`src/rtl/mlev_pkg.sv`:
```
// Package for the monitor limit, event and bank block: map, fields, resets and carriers
package mlev_pkg;

  // Bank structure
  localparam int NUM_BANKS       = 13;
  localparam int FIRST_TEMP_BANK = 10;
  localparam int BANK_W          = 4;

  // Common register offsets
  localparam logic [3:0] OFS_EVT_STS0   = 4'h0;
  localparam logic [3:0] OFS_EVT_STS1   = 4'h1;
  localparam logic [3:0] OFS_SMI_EN0    = 4'h2;
  localparam logic [3:0] OFS_SMI_EN1    = 4'h3;
  localparam logic [3:0] OFS_IRQ_EN0    = 4'h4;
  localparam logic [3:0] OFS_IRQ_EN1    = 4'h5;
  localparam logic [3:0] OFS_VID        = 4'h6;
  localparam logic [3:0] OFS_CONV_RATE  = 4'h7;
  localparam logic [3:0] OFS_MON_CFG    = 4'h8;
  localparam logic [3:0] OFS_BANK_SEL   = 4'h9;
  // Banked register offsets
  localparam logic [3:0] OFS_CH_CFGSTS  = 4'hA;
  localparam logic [3:0] OFS_CH_READOUT = 4'hB;
  localparam logic [3:0] OFS_CH_HIGH    = 4'hC;
  localparam logic [3:0] OFS_CH_LOW     = 4'hD;
  localparam logic [3:0] OFS_CH_OT      = 4'hE;

  // Values after reset
  localparam logic [7:0]  RST_ZERO      = 8'h00;
  localparam logic [7:0]  RST_CONV_RATE = 8'h00;
  localparam logic [7:0]  RST_HIGH      = 8'hFF;
  localparam logic [7:0]  RST_LOW       = 8'h00;
  localparam logic [7:0]  RST_OT        = 8'hFF;
  localparam logic [3:0]  RST_BANK      = 4'h0;

  // Monitor configuration fields
  localparam int CFG_STANDBY = 0;
  localparam int CFG_INT_REF = 1;
  localparam logic [7:0] CFG_MASK = 8'h03;

  // Channel configuration/status fields
  localparam int CCS_ALERT_EN = 0;
  localparam int CCS_OTS_EN   = 1;
  localparam int CCS_HIGH     = 4;
  localparam int CCS_LOW      = 5;
  localparam int CCS_OT       = 6;

  // Voltage ID: low bits follow the pins, high bits are storage
  localparam int VID_PIN_W = 6;

  // Event status 1 layout
  localparam int STS1_VOLT_BITS  = 2;
  localparam int STS1_TEMP_FIRST = 3;
  localparam int STS0_W          = 8;

  typedef struct packed {
    logic       wr;
    logic       rd;
    logic [3:0] addr;
    logic [7:0] wdata;
  } mlev_bus_t;

  typedef struct packed {
    logic       valid;
    logic [3:0] chan;
    logic [7:0] value;
  } mlev_sample_t;

  typedef struct packed {
    logic hi;
    logic lo;
    logic ot;
  } mlev_hits_t;

  function automatic logic wr_hit(mlev_bus_t b, logic [3:0] ofs);
    return b.wr && (b.addr == ofs);
  endfunction

endpackage

```
`src/rtl/mlev_cmp.sv`:
```
// Unsigned limit comparator for one reading
`timescale 1ns/1ps
`default_nettype none
module mlev_cmp
  import mlev_pkg::*;
(
  input  wire logic         is_temp,
  input  wire logic [7:0]   value,
  input  wire logic [7:0]   high_limit,
  input  wire logic [7:0]   low_limit,
  input  wire logic [7:0]   ot_limit,
  output mlev_pkg::mlev_hits_t hits
);
  always_comb begin
    hits.hi = value > high_limit;
    hits.lo = value < low_limit;
    // Only thermistor channels carry an overtemperature check
    hits.ot = is_temp && (value > ot_limit);
  end
endmodule
`default_nettype wire

```
`src/rtl/mlev_top.sv`:
```
// Limit checking, event routing and banked register file of the monitor
//
// Added by the designer: the strobed register port.
`timescale 1ns/1ps
`default_nettype none
module mlev_top
  import mlev_pkg::*;
(
  input  wire logic                  sys_clk,
  input  wire logic                  nrst,
  input  wire mlev_pkg::mlev_bus_t   bus,
  output logic [7:0]                 rd_data,
  input  wire mlev_pkg::mlev_sample_t sample,
  input  wire logic [5:0]            vid_pins,
  input  wire logic                  tms_int_ref,
  output logic [7:0]                 conv_rate_out,
  output logic                       meas_run,
  output logic                       vref_internal,
  output logic                       irq,
  output logic                       smi,
  output logic                       ots_n,
  output logic                       alert
);
  import mlev_pkg::*;

  // Common registers
  logic [7:0]               smi_enable_0;
  logic [7:0]               smi_enable_1;
  logic [7:0]               irq_enable_0;
  logic [7:0]               irq_enable_1;
  logic [7:0]               vid_store;
  logic [7:0]               conversion_rate;
  logic [7:0]               monitor_config;
  logic [BANK_W-1:0]        bank_select;

  // Banked registers
  logic [7:0]               channel_readout    [NUM_BANKS];
  logic [7:0]               channel_high_limit [NUM_BANKS];
  logic [7:0]               channel_low_limit  [NUM_BANKS];
  logic [7:0]               overtemp_limit     [NUM_BANKS];
  logic [NUM_BANKS-1:0]     alert_en;
  logic [NUM_BANKS-1:0]     ots_en;
  logic [NUM_BANKS-1:0]     high_exceeded_flag;
  logic [NUM_BANKS-1:0]     low_exceeded_flag;
  logic [NUM_BANKS-1:0]     ot_flag;

  // Derived terms
  logic                     bank_ok;
  logic                     standby;
  logic                     take_sample;
  logic [NUM_BANKS-1:0]     chan_event;
  logic [7:0]               event_status_0;
  logic [7:0]               event_status_1;
  logic [7:0]               channel_config_status;
  logic [7:0]               next_rd_data;
  mlev_hits_t               hits;
  logic                     smp_is_temp;
  logic [7:0]               smp_high;
  logic [7:0]               smp_low;
  logic [7:0]               smp_ot;

  // Banked accesses outside the 13 banks are ignored and read zero
  assign bank_ok = bank_select < BANK_W'(NUM_BANKS);
  assign standby = monitor_config[CFG_STANDBY];

  // A reading for a nonexistent channel is dropped
  assign take_sample = sample.valid && !standby
                       && (sample.chan < BANK_W'(NUM_BANKS));
  assign smp_is_temp = take_sample && (sample.chan >= BANK_W'(FIRST_TEMP_BANK));

  always_comb begin
    smp_high = RST_HIGH;
    smp_low  = RST_LOW;
    smp_ot   = RST_OT;
    for (int i = 0; i < NUM_BANKS; i++) begin
      if (sample.chan == BANK_W'(i)) begin
        smp_high = channel_high_limit[i];
        smp_low  = channel_low_limit[i];
        smp_ot   = overtemp_limit[i];
      end
    end
  end

  mlev_cmp u_cmp (
    .is_temp    (smp_is_temp),
    .value      (sample.value),
    .high_limit (smp_high),
    .low_limit  (smp_low),
    .ot_limit   (smp_ot),
    .hits       (hits)
  );

  // Event status views of the sticky flags
  assign chan_event = high_exceeded_flag | low_exceeded_flag | ot_flag;

  always_comb begin
    event_status_0 = RST_ZERO;
    event_status_1 = RST_ZERO;
    for (int i = 0; i < STS0_W; i++) begin
      event_status_0[i] = chan_event[i];
    end
    for (int i = 0; i < STS1_VOLT_BITS; i++) begin
      event_status_1[i] = chan_event[STS0_W + i];
    end
    for (int i = 0; i < NUM_BANKS - FIRST_TEMP_BANK; i++) begin
      event_status_1[STS1_TEMP_FIRST + i] = chan_event[FIRST_TEMP_BANK + i];
    end
  end

  // Configuration/status of the selected bank
  always_comb begin
    channel_config_status = RST_ZERO;
    for (int i = 0; i < NUM_BANKS; i++) begin
      if (bank_select == BANK_W'(i)) begin
        channel_config_status[CCS_ALERT_EN] = alert_en[i];
        channel_config_status[CCS_OTS_EN]   = ots_en[i];
        channel_config_status[CCS_HIGH]     = high_exceeded_flag[i];
        channel_config_status[CCS_LOW]      = low_exceeded_flag[i];
        channel_config_status[CCS_OT]       = ot_flag[i];
      end
    end
  end

  // Common registers
  always_ff @(posedge sys_clk or negedge nrst) begin
    if (!nrst) begin
      smi_enable_0    <= RST_ZERO;
      smi_enable_1    <= RST_ZERO;
      irq_enable_0    <= RST_ZERO;
      irq_enable_1    <= RST_ZERO;
      conversion_rate <= RST_CONV_RATE;
      monitor_config  <= RST_ZERO;
    end else begin
      if (wr_hit(bus, OFS_SMI_EN0)) begin
        smi_enable_0 <= bus.wdata;
      end
      if (wr_hit(bus, OFS_SMI_EN1)) begin
        smi_enable_1 <= bus.wdata;
      end
      if (wr_hit(bus, OFS_IRQ_EN0)) begin
        irq_enable_0 <= bus.wdata;
      end
      if (wr_hit(bus, OFS_IRQ_EN1)) begin
        irq_enable_1 <= bus.wdata;
      end
      if (wr_hit(bus, OFS_CONV_RATE)) begin
        conversion_rate <= bus.wdata;
      end
      if (wr_hit(bus, OFS_MON_CFG)) begin
        monitor_config <= bus.wdata & CFG_MASK;
      end
    end
  end

  // Voltage ID: pins sampled each cycle, upper bits writable
  always_ff @(posedge sys_clk or negedge nrst) begin
    if (!nrst) begin
      vid_store <= RST_ZERO;
    end else begin
      vid_store[VID_PIN_W-1:0] <= vid_pins;
      if (wr_hit(bus, OFS_VID)) begin
        vid_store[7:VID_PIN_W] <= bus.wdata[7:VID_PIN_W];
      end
    end
  end

  // Bank select sits in the common area so it is never banked away
  always_ff @(posedge sys_clk or negedge nrst) begin
    if (!nrst) begin
      bank_select <= RST_BANK;
    end else if (wr_hit(bus, OFS_BANK_SEL)) begin
      bank_select <= bus.wdata[BANK_W-1:0];
    end
  end

  // Banked limits and output enables
  always_ff @(posedge sys_clk or negedge nrst) begin
    if (!nrst) begin
      for (int i = 0; i < NUM_BANKS; i++) begin
        channel_high_limit[i] <= RST_HIGH;
        channel_low_limit[i]  <= RST_LOW;
        overtemp_limit[i]     <= RST_OT;
      end
      alert_en <= '0;
      ots_en   <= '0;
    end else if (bank_ok) begin
      for (int i = 0; i < NUM_BANKS; i++) begin
        if (bank_select == BANK_W'(i)) begin
          if (wr_hit(bus, OFS_CH_HIGH)) begin
            channel_high_limit[i] <= bus.wdata;
          end
          if (wr_hit(bus, OFS_CH_LOW)) begin
            channel_low_limit[i] <= bus.wdata;
          end
          if (wr_hit(bus, OFS_CH_OT)) begin
            overtemp_limit[i] <= bus.wdata;
          end
          if (wr_hit(bus, OFS_CH_CFGSTS)) begin
            alert_en[i] <= bus.wdata[CCS_ALERT_EN];
            ots_en[i]   <= bus.wdata[CCS_OTS_EN];
          end
        end
      end
    end
  end

  // Readouts; frozen in standby but still readable
  always_ff @(posedge sys_clk or negedge nrst) begin
    if (!nrst) begin
      for (int i = 0; i < NUM_BANKS; i++) begin
        channel_readout[i] <= RST_ZERO;
      end
    end else begin
      for (int i = 0; i < NUM_BANKS; i++) begin
        if (take_sample && sample.chan == BANK_W'(i)) begin
          channel_readout[i] <= sample.value;
        end
      end
    end
  end

  // Sticky flags; a hit in the clearing cycle wins over the clear
  always_ff @(posedge sys_clk or negedge nrst) begin
    if (!nrst) begin
      high_exceeded_flag <= '0;
      low_exceeded_flag  <= '0;
      ot_flag            <= '0;
    end else begin
      for (int i = 0; i < NUM_BANKS; i++) begin
        automatic logic clr = bank_ok && bank_select == BANK_W'(i)
                              && wr_hit(bus, OFS_CH_CFGSTS);
        automatic logic hit = take_sample && sample.chan == BANK_W'(i);
        high_exceeded_flag[i] <= (high_exceeded_flag[i]
                                  & ~(clr & bus.wdata[CCS_HIGH]))
                                 | (hit & hits.hi);
        low_exceeded_flag[i]  <= (low_exceeded_flag[i]
                                  & ~(clr & bus.wdata[CCS_LOW]))
                                 | (hit & hits.lo);
        ot_flag[i]            <= (ot_flag[i]
                                  & ~(clr & bus.wdata[CCS_OT]))
                                 | (hit & hits.ot);
      end
    end
  end

  // Read mux; data appear the cycle after the strobe only
  always_comb begin
    next_rd_data = RST_ZERO;
    if (!bus.rd) begin
      next_rd_data = RST_ZERO;
    end else if (bus.addr == OFS_EVT_STS0) begin
      next_rd_data = event_status_0;
    end else if (bus.addr == OFS_EVT_STS1) begin
      next_rd_data = event_status_1;
    end else if (bus.addr == OFS_SMI_EN0) begin
      next_rd_data = smi_enable_0;
    end else if (bus.addr == OFS_SMI_EN1) begin
      next_rd_data = smi_enable_1;
    end else if (bus.addr == OFS_IRQ_EN0) begin
      next_rd_data = irq_enable_0;
    end else if (bus.addr == OFS_IRQ_EN1) begin
      next_rd_data = irq_enable_1;
    end else if (bus.addr == OFS_VID) begin
      next_rd_data = vid_store;
    end else if (bus.addr == OFS_CONV_RATE) begin
      next_rd_data = conversion_rate;
    end else if (bus.addr == OFS_MON_CFG) begin
      next_rd_data = monitor_config;
    end else if (bus.addr == OFS_BANK_SEL) begin
      next_rd_data = {{(8-BANK_W){1'b0}}, bank_select};
    end else if (!bank_ok) begin
      next_rd_data = RST_ZERO;
    end else if (bus.addr == OFS_CH_CFGSTS) begin
      next_rd_data = channel_config_status;
    end else begin
      for (int i = 0; i < NUM_BANKS; i++) begin
        if (bank_select == BANK_W'(i)) begin
          if (bus.addr == OFS_CH_READOUT) begin
            next_rd_data = channel_readout[i];
          end else if (bus.addr == OFS_CH_HIGH) begin
            next_rd_data = channel_high_limit[i];
          end else if (bus.addr == OFS_CH_LOW) begin
            next_rd_data = channel_low_limit[i];
          end else if (bus.addr == OFS_CH_OT) begin
            next_rd_data = overtemp_limit[i];
          end
        end
      end
    end
  end

  always_ff @(posedge sys_clk or negedge nrst) begin
    if (!nrst) begin
      rd_data <= RST_ZERO;
    end else begin
      rd_data <= next_rd_data;
    end
  end

  // Event outputs, one cycle behind the flags
  always_ff @(posedge sys_clk or negedge nrst) begin
    if (!nrst) begin
      irq   <= 1'b0;
      smi   <= 1'b0;
      alert <= 1'b0;
      ots_n <= 1'b1;
    end else begin
      smi   <= |(event_status_0 & smi_enable_0)
               | |(event_status_1 & smi_enable_1);
      irq   <= |(event_status_0 & irq_enable_0)
               | |(event_status_1 & irq_enable_1);
      alert <= |((high_exceeded_flag | low_exceeded_flag) & alert_en);
      ots_n <= ~|(ot_flag & ots_en);
    end
  end

  // Converter control and shared reference
  always_ff @(posedge sys_clk or negedge nrst) begin
    if (!nrst) begin
      meas_run      <= 1'b0;
      vref_internal <= 1'b0;
      conv_rate_out <= RST_CONV_RATE;
    end else begin
      meas_run      <= !standby;
      vref_internal <= monitor_config[CFG_INT_REF] | tms_int_ref;
      conv_rate_out <= conversion_rate;
    end
  end

endmodule
`default_nettype wire

```
`config.mk`:
```
export PLATFORM = sky130hd
export DESIGN_NAME = mlev_top
export DESIGN_NICKNAME = d
export VERILOG_FILES = /design/src/rtl/mlev_pkg.sv /design/src/rtl/mlev_cmp.sv /design/src/rtl/mlev_top.sv
export SDC_FILE = /design/constraint.sdc
export NUM_CORES = 1
export LEC_CHECK = 0
export BUFFER_PORTS_ARGS = -buffer_cell sky130_fd_sc_hd__buf_4
export CELL_PAD_IN_SITES_DETAIL_PLACEMENT = 0
export CELL_PAD_IN_SITES_GLOBAL_PLACEMENT = 1
export CORE_MARGIN = 10
export CORE_UTILIZATION = 55
export DETAILED_ROUTE_END_ITERATION = 10
export PLACE_DENSITY_LB_ADDON = 0.1
export SLEW_MARGIN = 0
export SYNTH_ARGS = -nofsm -noshare
export SYNTH_HDL_FRONTEND = slang
export SYNTH_HIERARCHICAL = 1
export SYNTH_SLANG_ARGS = --single-unit
```
`constraint.sdc`:
```
create_clock -name sys_clk -period 5 [get_ports sys_clk]
set_clock_uncertainty 0.2 [all_clocks]
set_input_delay 0.25 -clock sys_clk [delete_from_list [all_inputs] [get_ports sys_clk]]
set_output_delay 0.25 -clock sys_clk [all_outputs]
set_load 0.05 [all_outputs]
```
==> results of run 1 <==
==> critical path, delay by kind of cell, from the launching register on <==
| kind | cells | cell delay, ns |
|---|---|---|
| AOI/OAI and AO/OA | 6 | 1.69 |
| DFF | 1 | 0.62 |
| and+or+nand+nor | 2 | 1.50 |
==> final cells by class <==
type                    count  share of cell area [%]
inverters                  35                   0.397
clock buffers              87                    5.06
multi-input cells        1897                    43.8
flip-flops and latches    557                    42.9
diodes                      8                  0.0605
well taps                 696                    2.63
clock inverters            23                   0.651
repair buffers            175                    4.43
==> cell families after synthesis <==
logic type	count (synthesis)	synth area share [%]
adder cells (fa/ha/maj)	23	0.965
multiplexers	543	20.5
AND/OR/NAND/NOR	545	9.35
AO/OA/AOI/OAI	786	17.7
flip-flops	557	47.6
buffers and inverters	258	3.94
==> how the worst max path moves through the flow <==
stage / end / cells past startpoint / from
final: rd_data[2] / 8 / bank_select[0]
after global routing: rd_data[2] / 8 / bank_select[0]
after CTS: high_exceeded_flag[9] / 14 / channel_high_limit[92]
after detailed placement: ot_flag[1] / 18 / sample[9]
after global placement: ot_flag[2] / 18 / sample[9]
after floorplan: ot_flag[10] / 18 / sample[8]
==> per-layer routing <==
| metal | track usage [%] | vias up |
|---|---|---|
| li1 | - | 10352 |
| met1 | 56.4 | 13613 |
| met2 | 57.6 | 2418 |
| met3 | 17.9 | 551 |
| met4 | 22.8 | 12 |
| met5 | 0.792 | - |
==> what timing repair did <==
| item | 4_1_cts | 5_1_grt |
|---|---|---|
| endpoints found under the hold margin | 196 | 0 |
| hold buffers | 17 | 0 |
| setup endpoints to repair | 0 | 0 |
==> power groups by stage <==
stage	clock network, W	registers [W]	logic, W
after detailed placement	0	0.00615	0.00262
after global routing	0.00459	0.00620	0.00283
after floorplan	0	0.00585	0.00158
after CTS	0.00440	0.00609	0.00264
final	0.00443	0.00619	0.00274
after global placement	0	0.00614	0.00258
==> flip-flops by register name (all words and copies together), names as in the netlist, 8 cells and up <==
| register | flops |
|---|---|
| smi_enable_0 | 8 |
| irq_enable_1 | 8 |
| low_exceeded_flag | 13 |
| conv_rate_out | 8 |
| rd_data | 8 |
| high_exceeded_flag | 13 |
| conversion_rate | 8 |
| channel_high_limit | 104 |
| alert_en | 13 |
| overtemp_limit | 104 |
| channel_low_limit | 104 |
| vid_store | 8 |
| irq_enable_0 | 8 |
| ot_flag | 13 |
| ots_en | 13 |
| channel_readout | 104 |
| smi_enable_1 | 8 |
==> synthesized netlist by cell type, drive strengths merged (7+ instances only) <==
master / n / area [µm²]
mux2i: 33 / 330
nand2: 168 / 656
a221o: 7 / 70.1
a22o: 53 / 464
inv: 35 / 131
clkbuf: 104 / 392
dfrtp: 348 / 8710
o22a: 8 / 70.1
o32ai: 9 / 78.8
buf: 119 / 653
a221oi: 45 / 407
nand2b: 17 / 106
a222oi: 17 / 170
o211ai: 17 / 128
nor4b: 7 / 92.6
o2bb2ai: 7 / 61.3
nand3: 47 / 235
nand4: 12 / 75.1
nor3: 38 / 206
or3: 20 / 125
a22oi: 61 / 458
a21oi: 172 / 861
nor4: 20 / 138
nand3b: 8 / 60.1
nor2: 141 / 557
or4: 7 / 56.3
a211oi: 18 / 135
nor2b: 21 / 131
ha: 23 / 288
mux2: 507 / 5710
o221ai: 33 / 289
a31oi: 11 / 68.8
o21ai: 143 / 716
o31ai: 9 / 72.6
dfstp: 209 / 5490
o22ai: 131 / 820
==> metrics by stage <==
step | total power (W) | area [µm²] | setup WS, ns
6_report | 0.0134 | 33100 | 0.840
5_1_grt | 0.0136 | 33100 | 0.935
4_1_cts | 0.0131 | 33100 | 1.17
3_5_place_dp | 0.00877 | 31000 | 0.657
3_3_place_gp | 0.00871 | 31000 | 0.686
2_1_floorplan | 0.00743 | 29800 | 1.59
==> results.py, run 1 <==
metrics = {
    "setup_path": {
        "cp_max_fo": 19,
        "start_kind": "flop",
        "worstPathCellList": "nor2b_1 -> and2_1 -> o21ai_0 -> o31ai_1 -> o211ai_1 -> o21ai_1 -> a21oi_1 -> o221a_1",
        "critPathMaxStageDelay_ns": 0.77,
        "cp.arrival_ns": 4.48,
        "crit-reg2reg-launch": "bank_select[0]",
        "reg2regPathDepth": 8,
        "rr_endpoint": "rd_data[2]",
        "worstPathRequired_ns": 5.32,
        "r2r_setup_slack_ns": 0.84,
        "path_class": "reg -> reg",
        "end_kind": "flop",
        "cp_slowest_cell": "and2_1",
    },
    "global_routing": {
        "grt-ovfl-total": 0,
        "grt_pass1_wl_mm": 195,
        "grt.total_usage_pct": 42.5,
        "grt_max_degree": 134,
        "grt_pass1_vias": 25896,
        "antenna_found_initial": 10,
    },
    "clock_tree": {
        "cts_tree": "done",
        "clk_path_buf_depth": 3,
        "htree_levels": 2,
        "cts-resized-gates": 0,
        "cts_made_buffers": 59,
        "clock-root-buffer": "clkbuf_16",
        "post_cts_buffers": 0,
        "clock-sinks": 557,
        "insertion_delay_ns": 0.66,
        "path_clk_slew_ns": 0.07,
    },
    "floorplan": {
        "row_count": 85,
        "die_area_um2": 64000,
        "start_util_pct": 55.4,
        "io-pin-count": 58,
        "die_w_um": 253,
        "die_h_um": 253,
        "core_um2": 53800,
    },
    "pwr": {
        "p_seq_share_pct": 46.3,
        "internal_power_w": 0.00887,
        "cellLeakagePower_nw": 13.9,
        "p_switching_w": 0.00449,
        "ir_drop_mv": 0.309,
        "pwr-share-clk_pct": 33.2,
        "p_comb_share_pct": 20.5,
        "p_sw_share_pct": 33.6,
        "powerDensity_nw_per_um2": 404,
    },
    "logic_synthesis": {
        "syn-num-nets": 2771,
        "yosysWarnings": 6,
        "syn_avg_cell_area_um2": 11.0,
        "synth_seq_area_share_pct": 47.6,
        "synthCells": 2712,
        "synth-edff-count": 0,
        "synth_cell_type_count": 88,
        "async_flop_share_pct": 100,
        "syn-cell-area_um2": 29800,
        "ys_ff_latch": 557,
        "synth_ff_type": "dfrtp_1",
    },
    "detailed_routing": {
        "ant_nets": 0,
        "dr_wl_met2_mm": 55.0,
        "top_layer_used": "met5",
        "vias_per_cell": 7.75,
        "wl_mm": 138,
        "drt_iter0_drc": 4800,
        "dr.pass1.iters": 7,
        "vias": 26946,
        "met1_length_mm": 52.4,
        "wl_per_cell_um": 39.8,
        "drc_errors": 0,
        "wl_met3_mm": 22.1,
    },
    "timing": {
        "worst_pin_slew_ns": 1.51,
        "rsz0062_at_grt": "false",
        "hold_ws_ns": 0.0254,
        "period_share_pct": 83.2,
        "relSlewSlack_pct": -0.930,
        "setup_violations": 0,
        "setup_tns_ns": 0,
        "maxSlewViolCount": 12,
        "fmax_ghz": 0.240,
        "min_period_ns": 4.16,
        "hold_viol": 0,
    },
    "finish": {
        "layout_commonest_cell": "mux2_2",
        "syn_to_final_growth_pct": 10.9,
        "multi_input_area_um2": 14500,
        "layout.cells.non_filler": 3478,
        "drive_gt1_share_pct": 36.8,
        "fin_util_pct": 61.5,
        "regArea_um2": 14200,
        "layout_common_cells": "mux2_2 (507), dfrtp_1 (348), dfstp_2 (209)",
        "fin_nets": 2784,
        "fillCellCount": 4417,
    },
    "placed_design": {
        "place_hpwl_mm": 97.2,
        "numPortBuffers": 57,
        "gp_congestion": 1.10,
        "dp.cells": 3343,
    },
    "min_path": {
        "hold_class": "in -> async",
    },
    "run": {
        "maxCapViolCount": 1,
    },
    "outcome": {
        "violations": "max-capacitance violations, max-slew violations",
        "status": "finished, violations left",
    },
}
Power figures use the tool's default switching activity.
==> inputs of run 2 (changes only) <==
- CORE_UTILIZATION: 55 -> 52
- clock period: 5 -> 4.2 ns (I/O delays scaled with it)
==> results.py, run 2 (same netlist as run 1, synthesis figures left out) <==
metrics = {
    "setup_path": {
        "crit-reg2reg-launch": "overtemp_limit[94]",
        "r2r_setup_slack_ns": 0.30,
        "worstPathRequired_ns": 4.59,
        "end_kind": "flop",
        "reg2regPathDepth": 16,
        "rr_endpoint": "ot_flag[6]",
        "cp.arrival_ns": 4.29,
        "cp_max_fo": 13,
        "path_class": "reg -> reg",
        "start_kind": "flop",
    },
    "detailed_routing": {
        "wl_mm": 143,
        "vias": 26972,
        "wl_per_cell_um": 39.6,
        "vias_per_cell": 7.47,
        "ant_nets": 0,
        "drt_iter0_drc": 4710,
        "dr.pass1.iters": 6,
        "drc_errors": 0,
    },
    "min_path": {
        "hold_end": "vid_store[3]",
        "min_from": "vid_pins[3]",
        "holdPathStages": 2,
        "hold_class": "in -> reg",
    },
    "timing": {
        "rsz0062_at_grt": "false",
        "worst_pin_slew_ns": 1.24,
        "fmax_ghz": 0.256,
        "setup_violations": 0,
        "hold_viol": 0,
        "maxSlewViolCount": 0,
        "period_share_pct": 92.9,
        "relSlewSlack_pct": 17.2,
        "setup_tns_ns": 0,
        "min_period_ns": 3.90,
    },
    "finish": {
        "layout_commonest_cell": "mux2_2",
        "fin_nets": 2861,
        "syn_to_final_growth_pct": 13.8,
        "drive_gt1_share_pct": 38.6,
        "layout_common_cells": "mux2_2 (507), dfrtp_1 (348), buf_4 (214)",
    },
    "global_routing": {
        "grt-ovfl-total": 0,
        "grt_pass1_vias": 26075,
        "grt_max_degree": 111,
        "antenna_found_initial": 8,
        "grt_pass1_wl_mm": 201,
        "grt.total_usage_pct": 41.7,
    },
    "pwr": {
        "ir_drop_mv": 0.405,
        "finalPower_w": 0.0163,
        "powerDensity_nw_per_um2": 479,
        "cellLeakagePower_nw": 14.4,
    },
    "floorplan": {
        "row_count": 87,
        "start_util_pct": 52.7,
        "die_h_um": 260,
        "core_um2": 56600,
        "die_w_um": 260,
        "io-pin-count": 58,
        "die_area_um2": 67300,
    },
    "outcome": {
        "status": "finished clean",
    },
    "placed_design": {
        "numPortBuffers": 57,
        "place_hpwl_mm": 101,
        "gp_congestion": 1.06,
    },
    "clock_tree": {
        "path_clk_slew_ns": 0.07,
        "cts_tree": "done",
        "clk_path_buf_depth": 3,
        "cts_made_buffers": 58,
        "clock-sinks": 557,
        "htree_levels": 2,
        "clock-root-buffer": "clkbuf_16",
        "insertion_delay_ns": 0.68,
    },
    "run": {
        "maxCapViolCount": 0,
    },
}
[run 2: through the flow]
step | hold slack (ns) | utilization [%] | instances | area, µm² | setup WS [ns]
floorplan | -0.286 | - | 2712 | 29800 | 0.831
global placement | 0.121 | 56.0 | 3476 | 31700 | 0.173
detailed placement | 0.121 | 56.0 | 3476 | 31700 | 0.129
CTS | 0.00442 | 60.0 | 3608 | 34000 | 0.467
global route | 0.0172 | 60.0 | 3608 | 34000 | 0.230
finish | 0.0164 | 60.0 | 3611 | 34000 | 0.298
[run 2: power by group]
part / internal [W] / switching, W / leakage [nW]
clock: 0.00314 / 0.00241 / 0.980
sequential: 0.00634 / 0.000951 / 6.67
combinational: 0.00135 / 0.00207 / 6.72
total: 0.0108 / 0.00543 / 14.4
[run 2: worst max-delay path by stage]
stage | startpoint | end | slack (ns) | cells after the start
global route | overtemp_limit[94] | ot_flag[6] | 0.23 | 16
global placement | sample[9] | ot_flag[5] | 0.17 | 16
detailed placement | sample[9] | ot_flag[6] | 0.13 | 16
finish | overtemp_limit[94] | ot_flag[6] | 0.30 | 16
CTS | overtemp_limit[94] | ot_flag[6] | 0.47 | 16
floorplan | sample[8] | ot_flag[10] | 0.83 | 18
[run 2: final cells by class]
class	count	area, µm²
antenna	3	7.51
clock buffer	81	1650
clock inverter	29	372
fill	4696	22600
inverter	35	131
multi-input combinational	1897	14500
sequential	557	14200
tap	756	946
timing repair buffer	253	2160
[run 2: critical path: stages (launching register included)]
cell and delay (ns):
dfstp_2 0.53, inv_1 0.07, nand2_1 0.15, o221ai_1 0.18
nor4_1 0.52, buf_4 0.22, a21oi_1 0.04, nor3_1 0.33
a21oi_1 0.08, nor2_1 0.15, inv_1 0.07, ha_1 0.31
nand4_1 0.13, a21o_1 0.17, a31oi_1 0.18, buf_4 0.28
a22o_1 0.19
[run 2: metal layers]
layer  GRT usage (%)  share of wire (%)
met2            56.9                 40
met1            55.7                 38
met3            16.3                 15
met4            23.5                7.0
met5               0              0.013
[run 2: timing repair]
item / in CTS / in global routing
hold buffers: 22 / 0
resized for setup: 0 / 0
setup buffers: 0 / 0
endpoints found under the hold margin: 186 / 0
